[src/pkg/pmaab_pkg.sv]
// Package: register map, field layout and reset values of the ability bank
//
// Overview of operation
// Extended ability one reads bit 11 as 1, fixed, announcing the abilities at offset 0x12.
// Extended ability two reads bit 0 as 1 for 100BASE-T1 support, with bits 15:1 zero.
// Role bit 14 is writable, 1 master and 0 slave, and its reset value comes from a strap.
// Test field 15:12 is writable (0000 normal, 0010/0100/1000/1010 modes 1/2/4/5), reset from strap.
// The host reaches this bank with the device space selector set to 1.
// Writes to read-only or reserved bits are ignored and those bits keep their fixed values.
package pmaab_pkg;

    // ------------------------------------------------------------------
    // Register offsets (register index; byte address is four times it)
    // ------------------------------------------------------------------
    localparam logic [11:0] PMAAB_IDX_EXT_ONE  = 12'h00B;
    localparam logic [11:0] PMAAB_IDX_EXT_TWO  = 12'h012;
    localparam logic [11:0] PMAAB_IDX_ROLE     = 12'h834;
    localparam logic [11:0] PMAAB_IDX_TEST     = 12'h836;
    localparam logic [3:0]  PMAAB_SPACE_PMA    = 4'h1;

    // ------------------------------------------------------------------
    // Field positions and fixed values
    // ------------------------------------------------------------------
    localparam int          PMAAB_ROLE_BIT     = 14;
    localparam int          PMAAB_TEST_LSB     = 12;
    localparam logic [15:0] PMAAB_EXT_ONE_VAL  = 16'h0800;
    localparam logic [15:0] PMAAB_EXT_TWO_VAL  = 16'h0001;
    localparam logic [15:0] PMAAB_ROLE_FIXED   = 16'h8000;
    localparam logic [15:0] PMAAB_TEST_FIXED   = 16'h0001;

    // ------------------------------------------------------------------
    // Test mode codes
    // ------------------------------------------------------------------
    localparam logic [3:0]  PMAAB_TM_NORMAL    = 4'h0;
    localparam logic [3:0]  PMAAB_TM_ONE       = 4'h2;
    localparam logic [3:0]  PMAAB_TM_TWO       = 4'h4;
    localparam logic [3:0]  PMAAB_TM_FOUR      = 4'h8;
    localparam logic [3:0]  PMAAB_TM_FIVE      = 4'hA;

endpackage : pmaab_pkg

[src/hw/pmaab_sync.sv]
// Two flip-flop synchroniser for a strap level
`timescale 1ns/1ps
module pmaab_sync #(
    parameter int WIDTH = 1
) (
    // Clock and reset
    input  wire logic             clk_i,
    input  wire logic             rst_i,
    // Data
    input  wire logic [WIDTH-1:0] d_i,
    output logic      [WIDTH-1:0] q_o
);
    logic [WIDTH-1:0] meta_ff;
    logic [WIDTH-1:0] q_ff;

    // First stage is read only by the second
    always_ff @(posedge clk_i) begin
        if (rst_i) begin
            meta_ff <= '0;
            q_ff    <= '0;
        end else begin
            meta_ff <= d_i;
            q_ff    <= meta_ff;
        end
    end

    assign q_o = q_ff;
endmodule : pmaab_sync

[src/hw/pmaab_regs.sv]
// Ability, role and test control registers behind a classic Wishbone slave
//
// Register access over Wishbone was decided locally.
`timescale 1ns/1ps
module pmaab_regs (
    // Clock and reset
    input  wire logic        clk_i,
    input  wire logic        rst_i,
    // Wishbone slave
    input  wire logic        wb_cyc_i,
    input  wire logic        wb_stb_i,
    input  wire logic        wb_we_i,
    input  wire logic [13:0] wb_adr_i,
    input  wire logic [3:0]  wb_sel_i,
    input  wire logic [31:0] wb_dat_i,
    output logic      [31:0] wb_dat_o,
    output logic             wb_ack_o,
    // Straps, from pins
    input  wire logic        strap_role_i,
    input  wire logic [3:0]  strap_test_i,
    // Control to the transceiver
    output logic             role_master_o,
    output logic [3:0]       test_mode_o,
    output logic             test_mode_valid_o
);
    // ------------------------------------------------------------------
    // Strap capture
    // ------------------------------------------------------------------
    logic [4:0] strap_sync;
    logic       strap_load_ff;

    pmaab_sync #(.WIDTH(5)) u_sync (
        .clk_i (clk_i),
        .rst_i (rst_i),
        .d_i   ({strap_role_i, strap_test_i}),
        .q_o   (strap_sync)
    );

    // Straps load after sync settles; waits three edges past release
    logic [1:0] settle_ff;
    always_ff @(posedge clk_i) begin
        if (rst_i) begin
            settle_ff     <= 2'h0;
            strap_load_ff <= 1'b1;
        end else if (settle_ff != 2'h2) begin
            settle_ff     <= settle_ff + 2'h1;
        end else begin
            strap_load_ff <= 1'b0;
        end
    end

    // ------------------------------------------------------------------
    // Bus decode
    // ------------------------------------------------------------------
    logic        req;
    logic [11:0] idx;
    logic [3:0]  space;
    logic        hit_role;
    logic        hit_test;
    logic        wr_ok;

    assign req      = wb_cyc_i && wb_stb_i && !wb_ack_o;
    assign idx      = wb_adr_i[11:0];
    assign space    = {2'h0, wb_adr_i[13:12]};
    // Upper address bits carry the device space selector
    assign hit_role = (space == pmaab_pkg::PMAAB_SPACE_PMA)
                      && (idx == pmaab_pkg::PMAAB_IDX_ROLE);
    assign hit_test = (space == pmaab_pkg::PMAAB_SPACE_PMA)
                      && (idx == pmaab_pkg::PMAAB_IDX_TEST);
    // Writable bits all live in the upper byte lane of the low half
    assign wr_ok    = req && wb_we_i && wb_sel_i[1];

    // ------------------------------------------------------------------
    // Writable state
    // ------------------------------------------------------------------
    logic       role_ff;
    logic [3:0] test_ff;

    // Role bit, strap default then software
    always_ff @(posedge clk_i) begin
        if (rst_i) begin
            role_ff <= 1'b0;
        end else if (strap_load_ff) begin
            role_ff <= strap_sync[4];
        end else if (wr_ok && hit_role) begin
            role_ff <= wb_dat_i[pmaab_pkg::PMAAB_ROLE_BIT];
        end
    end

    // Test field, strap default then software
    always_ff @(posedge clk_i) begin
        if (rst_i) begin
            test_ff <= pmaab_pkg::PMAAB_TM_NORMAL;
        end else if (strap_load_ff) begin
            test_ff <= strap_sync[3:0];
        end else if (wr_ok && hit_test) begin
            test_ff <= wb_dat_i[pmaab_pkg::PMAAB_TEST_LSB +: 4];
        end
    end

    // ------------------------------------------------------------------
    // Read mux; fixed bits ignore writes
    // ------------------------------------------------------------------
    logic [15:0] rd_val;
    always_comb begin
        rd_val = 16'h0000;
        if (space == pmaab_pkg::PMAAB_SPACE_PMA) begin
            case (idx)
                pmaab_pkg::PMAAB_IDX_EXT_ONE:
                    rd_val = pmaab_pkg::PMAAB_EXT_ONE_VAL;
                pmaab_pkg::PMAAB_IDX_EXT_TWO:
                    rd_val = pmaab_pkg::PMAAB_EXT_TWO_VAL;
                pmaab_pkg::PMAAB_IDX_ROLE: begin
                    rd_val = pmaab_pkg::PMAAB_ROLE_FIXED;
                    rd_val[pmaab_pkg::PMAAB_ROLE_BIT] = role_ff;
                end
                pmaab_pkg::PMAAB_IDX_TEST: begin
                    rd_val = pmaab_pkg::PMAAB_TEST_FIXED;
                    rd_val[pmaab_pkg::PMAAB_TEST_LSB +: 4] = test_ff;
                end
                default: rd_val = 16'h0000; // Unmapped reads zero
            endcase
        end
    end

    // Ack one cycle after request; every address answers
    always_ff @(posedge clk_i) begin
        if (rst_i) begin
            wb_ack_o <= 1'b0;
            wb_dat_o <= 32'h0000_0000;
        end else begin
            wb_ack_o <= req;
            wb_dat_o <= req ? {16'h0000, rd_val} : 32'h0000_0000;
        end
    end

    // ------------------------------------------------------------------
    // Control outputs
    // ------------------------------------------------------------------
    logic tm_known;
    always_comb begin
        case (test_ff)
            pmaab_pkg::PMAAB_TM_NORMAL,
            pmaab_pkg::PMAAB_TM_ONE,
            pmaab_pkg::PMAAB_TM_TWO,
            pmaab_pkg::PMAAB_TM_FOUR,
            pmaab_pkg::PMAAB_TM_FIVE: tm_known = 1'b1;
            default:                  tm_known = 1'b0;
        endcase
    end

    // Registered copies so outputs come straight from flops
    always_ff @(posedge clk_i) begin
        if (rst_i) begin
            role_master_o     <= 1'b0;
            test_mode_o       <= pmaab_pkg::PMAAB_TM_NORMAL;
            test_mode_valid_o <= 1'b0;
        end else begin
            role_master_o     <= role_ff;
            test_mode_o       <= test_ff;
            test_mode_valid_o <= tm_known;
        end
    end
endmodule : pmaab_regs

[config.mk]
export PLATFORM = sky130hd
export DESIGN_NAME = pmaab_regs
export DESIGN_NICKNAME = d
export VERILOG_FILES = /design/src/pkg/pmaab_pkg.sv /design/src/hw/pmaab_sync.sv /design/src/hw/pmaab_regs.sv
export SDC_FILE = /design/constraint.sdc
export NUM_CORES = 1
export LEC_CHECK = 0
export BUFFER_PORTS_ARGS = -buffer_cell sky130_fd_sc_hd__buf_2
export CORE_MARGIN = 10
export CORE_UTILIZATION = 42
export CTS_CLUSTER_SIZE = 12
export DETAILED_ROUTE_END_ITERATION = 8
export PLACE_DENSITY = 0.81
export RECOVER_POWER = 25
export SKIP_CTS_REPAIR_TIMING = 1
export SYNTH_ARGS = -nofsm -noshare
export SYNTH_HDL_FRONTEND = slang
export SYNTH_HIERARCHICAL = 1
export SYNTH_SLANG_ARGS = --single-unit
export TNS_END_PERCENT = 5
[constraint.sdc]
create_clock -name clk_i -period 2.7 [get_ports clk_i]
set_input_delay 0.27 -clock clk_i [delete_from_list [all_inputs] [get_ports clk_i]]
set_output_delay 0.27 -clock clk_i [all_outputs]
set_load 0.02 [all_outputs]
==> key figures, run 1 <==
Floorplanning
  • Initial Util: 0.438
  • Die H: between 70 and 80 µm
  • Core area: between 3000 and 4000 µm²
  • Die ar.: approximately 5800 µm²
  • # rows: 20
  • I/O Pins: 99
  • Die W: 76.2 µm

Global routing
  • Total grt overflow: 0
  • Total Routing Usage GR: 0.0915
  • Vias in the first global route: about 990
  • Largest net degree at the start of global routing: 27
  • First-pass GRT wire length: about 4400 µm
  • Initial antenna violation count: 0

Route
  • Remaining antenna violation count: 0
  • DR WL/cell: around 12 µm
  • Via density: 4.29
  • Post-Route WL: around 2600 µm
  • Number of remaining DRC errors: 0
  • DR iter-0 viols: 36
  • Pre-antenna DRT Iters: 4
  • Vias after detailed routing: around 950

Placed design
  • I/O Buffers: around 40
  • Dpl hpwl: 2120 µm
  • Post-place setup slack: 0.847 ns
  • Placed cell areas: around 1500 µm²
  • Final GP Congestion: approximately 0.80

Setup path
  • Worst path max stage delay: between 0.3 and 0.4 ns
  • Crit Path Max Fanout: 7
  • Slowest CP cell: nor3_2
  • Crit path kind: flop to flop
  • CP Data Arrival Time: between 1.5 and 2 ns
  • CP delay by family, top: simple AND/OR/NAND/NOR gates
  • RR Startpoint: wb_ack_o$_SDFF_PP0_
  • Worst setup path startpoint: wb_ack_o$_SDFF_PP0_
  • Setup crit end kind: flop
  • Critical path startpoint category: flop
  • Buf/Inv on CP: 0
  • CP Cell Sequence: nand3b_1 > nor3_2 > a311oi_1 > a2111oi_2
  • Worst path required time: roughly 3 ns

CTS
  • Max Root-Sink Buffers: 2
  • CTS Sinks: 31
  • CTS tree: built
  • CTS buffer count: 5
  • Clk slew on worst S/H paths: 0.10 ns
  • H-tree levels: 2
  • Skew-Pair Late Insertion Delay: approximately 0.34 ns
  • CTS root buf: clkbuf_4

Logic synthesis
  • Post-synthesis cell count: 131
  • Post-Synthesis Cell Area: approximately 1300 µm²
  • Synth area leader: dfxtp_1
  • Synth top area cells: dfxtp_1, buf_4, nor2b_1
  • Share of Yosys cell area claimed by the top area cell type: 0.468
  • Synth warn: 6
  • Register area share after synthesis: 0.468
  • Post-Syn Area per Cell: between 10 and 15 µm²
  • Synth unique cells: 32
  • Post-synthesis register bit count: 31

Power
  • Clock share of power: 0.325
  • Switching Fraction: 0.285
  • Worst vdd ir: 0.000400 V
  • Switch Pwr: 332 µW
  • Share of power burned in registers: 0.481
  • Total power: ~1200 µW
  • PD cells: 745 nW/µm²
  • Leak: between 0.0007 and 0.0008 µW
  • Combinational power share: 0.194
  • Internal cell power: just over 800 µW

STA
  • Fin Clk Skew: between 0.005 and 0.006 ns
  • Setup Viol. Count Final: 0
  • Final hold vios: 0
  • Fmax: 660 MHz
  • Relative slew slack: 0.283
  • Unrepaired setup endpoints after global routing: false
  • Tightest Pin Transition: 1.07 ns
  • Fin crit share: 0.562
  • Final TNS setup: 0 ns
  • Setup ws final: between 1 and 1.5 ns
  • Slew Limit Fails: 0
  • Period minus WS final: around 1.5 ns

Cells and area
  • Finished Cell Area: around 1600 µm²
  • Commonest non-fill, non-tap cell in the layout: buf_2
  • Post-layout util: 0.516
  • N_diodes: 0
  • Final-stage net count: 237
  • Layout cell share with drive strength beyond 1: 0.316
  • Synth-to-Final Area Change: 17.8%
  • Most frequent cells in the layout: buf_2, dfxtp_1, conb_1, nor2b_1, nor2_1

Flow run
  • Maximum capacitance violations: 0

Min path
  • Worst Hold Class: input port to flop
  • Hold Path Origin: strap_test_i[3]

Outcome
  • Status: finished clean
-- kinds of logic after synthesis --
logic type,after synthesis,synth area share
simple gates,43,0.210
other cells,1,0.00283
flops,31,0.468
buf+inv,33,0.167
mux,5,0.0377
fa+ha+maj,1,0.00943
xor+xnor,1,0.00660
compound gates,16,0.0981
-- state kept, by name (all words and copies together), names as in the netlist --
register / flops
role_ff: 1
role_master_o: 1
settle_ff: 2
strap_load_ff: 1
test_ff: 4
test_mode_o: 4
test_mode_valid_o: 1
u_sync/meta_ff: 5
u_sync/q_o: 5
wb_ack_o: 1
wb_dat_o: 6
-- area by class of cell --
| cell class | count | area, µm² |
|---|---|---|
| clock inverters | 2 | 35.0 |
| well taps | 44 | 55.1 |
| flip-flops and latches | 31 | 621 |
| clock buffers | 6 | 51.3 |
| multi-input cells | 92 | 578 |
| inverters | 5 | 18.8 |
| fillers | 290 | 1470 |
| repair buffers | 41 | 204 |
-- synthesized netlist by cell type --
master,count
a2111oi_2,1
a211oi_1,4
a21o_1,1
a21oi_1,2
a311oi_1,5
a31o_2,1
and2_1,1
and3_1,2
and4_1,1
and4bb_2,1
buf_1,1
buf_4,26
clkbuf_1,1
conb_1,1
dfxtp_1,31
ha_1,1
inv_1,5
mux2i_1,5
nand2_1,2
nand2b_1,1
nand3_1,1
nand3b_1,2
nand4b_1,1
nor2_1,10
nor2b_1,14
nor3_1,2
nor3_2,2
nor4_4,1
o21a_1,2
or3b_2,1
or4_4,1
xor2_1,1
-- through the flow --
step	hold slack, ns	instances
floorplan	0.339	156
global placement	0.419	213
detailed placement	0.421	213
CTS	0.124	221
global route	0.128	221
finish	0.137	221
-- worst paths after layout --
path                                                     end  slack, ns  cells past startpoint
worst max-delay path                    role_ff$_SDFFE_PP0P_       1.18                      4
worst min-delay path            u_sync/meta_ff[3]$_SDFF_PP0_       0.14                      2
worst max register to register          role_ff$_SDFFE_PP0P_       1.18                      4
worst min register to register      u_sync/q_o[2]$_SDFF_PP0_       0.44                      1
-- power groups by stage --
stage	Sequential [µW]	Combinational [µW]	Clock, µW
2_1_floorplan	565	200	0
3_3_place_gp	569	219	0
3_5_place_dp	571	225	0
4_1_cts	560	227	386
5_1_grt	573	258	403
6_report	560	225	378
-- layer usage --
layer / part of all wire / wire, µm / track usage
met1: 0.44 / 1150 / 0.0979
met2: 0.45 / 1190 / 0.139
met3: 0.099 / 262 / 0.0590
met4: 0.012 / 31 / 0.0390
met5: 0 / 0 / 0
Note: power is estimated with default switching activity, not from simulation.
==> inputs of run 2 (changes only) <==
CORE_UTILIZATION = 39   (was 42)
PLACE_DENSITY = 0.76   (was 0.81)
clock period = 1.4 ns   (was 2.7 ns; I/O delays follow)
==> run 2 against run 1 <==
  * Die area rose by 5.6%
  * Maximum frequency up 19%
  * Critical path type unchanged
  * Largest power group unchanged
  * Power is 95% higher
==> key figures, run 2 (synthesis results as in run 1) <==
Power
  • Worst vdd ir: 0.000628 V
  • Total power: 2260 µW
  • PD cells: between 1000 and 1500 nW/µm²
  • Leak: slightly below 0.0008 µW

Setup path
  • Worst path max stage delay: approximately 0.33 ns
  • Critical path startpoint category: flop
  • Reg2reg setup slack: 0.12 ns
  • Critical R2R Capture: test_ff[1]$_SDFFE_PP0P_
  • Slowest CP cell: dfxtp_1
  • Crit path kind: flop to flop
  • R2r worst-path depth: 5
  • RR Startpoint: wb_ack_o$_SDFF_PP0_
  • Crit Path Max Fanout: 7
  • Worst path required time: 1.64 ns
  • CP Cell Sequence: nand3b_1 > nor3_2 > buf_4 > a31o_2 > a211oi_1
  • Setup crit end kind: flop
  • CP Data Arrival Time: about 1.5 ns

Cells and area
  • Post-layout util: 0.494
  • Layout cell share with drive strength beyond 1: 0.337
  • N_diodes: 0
  • Commonest non-fill, non-tap cell in the layout: buf_2
  • Layout Cells excl Fill: 233
  • Largest Register: wb_dat_o
  • Most frequent cells in the layout: buf_2, dfxtp_1, conb_1, nor2b_1, nor2_1
  • Final-stage net count: between 200 and 250
  • Largest register FFs: 6
  • Synth-to-Final Area Change: 23.3%

Route
  • Top Layer Used: met4
  • DR iter-0 viols: approximately 80
  • Met3 WL: between 300 and 400 µm
  • Vias after detailed routing: between 900 and 1k
  • Met2 wire len: ~1100 µm
  • WL met1: roughly 1300 µm
  • Number of remaining DRC errors: 0
  • Post-Route WL: about 2800 µm
  • Remaining antenna violation count: 0
  • Pre-antenna DRT Iters: 4
  • DR WL/cell: around 12 µm
  • Via density: 4.17

Global routing
  • Total Routing Usage GR: 0.0864
  • First-pass GRT wire length: 4260 µm
  • Vias in the first global route: approximately 980
  • Initial antenna violation count: 0
  • Largest net degree at the start of global routing: 12
  • Total grt overflow: 0

Min path
  • Hold Path Origin: strap_role_i
  • Worst hold path depth: 2
  • Worst Hold Class: input port to flop
  • Hold path endpoint: u_sync/meta_ff[4]$_SDFF_PP0_

CTS
  • Skew-Pair Late Insertion Delay: ~0.33 ns
  • Clk slew on worst S/H paths: about 0.1 ns
  • CTS tree: built
  • CTS Sinks: 31
  • CTS root buf: clkbuf_4
  • Max Root-Sink Buffers: 2
  • H-tree levels: 2
  • CTS buffer count: 5

Floorplanning
  • # rows: 21
  • Initial Util: 0.401
  • Die H: 78.3 µm
  • Die W: a little under 80 µm
  • Die ar.: between 6000 and 7000 µm²
  • I/O Pins: 99
  • Core area: around 3300 µm²

STA
  • Setup ws final: ~0.12 ns
  • Fin crit share: 0.911
  • Unrepaired setup endpoints after global routing: false
  • Period minus WS final: roughly 1.3 ns
  • Setup Viol. Count Final: 0
  • Final hold vios: 0
  • Fin Clk Skew: around 0.0069 ns
  • Fmax: around 800 MHz
  • Slew Limit Fails: 0

Placed design
  • Final GP Congestion: roughly 0.8
  • Dpl hpwl: about 2200 µm
  • Post-place setup slack: -0.213 ns
  • I/O Buffers: a little over 40
  • Placed cells: between 200 and 250

Outcome
  • Status: finished clean

Flow run
  • Maximum capacitance violations: 0
==> run 2: cell count changes in the layout (fill, tap and decap cells not counted) <==
cell and change:
buf_4 +7, clkbuf_1 +2, dlygate4sd3_1 +1
==> run 2: how the worst max path moves through the flow <==
stage | start | end | slack [ns] | cells after the start
after global placement | wb_adr_i[6] | role_ff$_SDFFE_PP0P_ | -0.16 | 5
final | wb_ack_o$_SDFF_PP0_ | test_ff[1]$_SDFFE_PP0P_ | 0.12 | 5
after global routing | wb_ack_o$_SDFF_PP0_ | role_ff$_SDFFE_PP0P_ | 0.02 | 5
after detailed placement | wb_adr_i[6] | role_ff$_SDFFE_PP0P_ | -0.21 | 5
after CTS | wb_ack_o$_SDFF_PP0_ | role_ff$_SDFFE_PP0P_ | 0.08 | 5
after floorplan | wb_adr_i[6] | role_ff$_SDFFE_PP0P_ | -0.008 | 4
==> run 2: power breakdown <==
| group | switching [µW] | internal, µW |
|---|---|---|
| clock network | 300 | 422 |
| registers | 64.6 | 991 |
| logic | 277 | 211 |
==> run 2: critical path: cells and delay by family, from the launching register on <==
kind | cells | cell delay (ns)
and+or+nand+nor | 2 | 0.22
DFF | 1 | 0.33
buffers and inverters | 1 | 0.15
AOI/OAI and AO/OA | 2 | 0.48
==> run 2: area by class of cell <==
type,instances,area [µm²]
inverters,5,18.8
clock buffers,6,51.3
multi-input cells,92,578
flip-flops and latches,31,621
repair buffers,51,274
clock inverters,2,35.0
fillers,335,1680
well taps,46,57.6
==> run 2: routing by layer <==
metal,vias up,GRT usage
li1,506,-
met1,405,0.0913
met2,53,0.122
met3,8,0.0581
met4,0,0.0591
met5,-,0
==> run 2: per-stage QoR <==
stage               cell area (µm²)  hold slack, ns   TNS, ns
floorplan                      1420           0.212  -0.00781
global placement               1530           0.349    -0.502
detailed placement             1530           0.355    -0.649
CTS                            1620        -0.00700         0
global route                   1640         0.00847         0
finish                         1640         0.00776         0
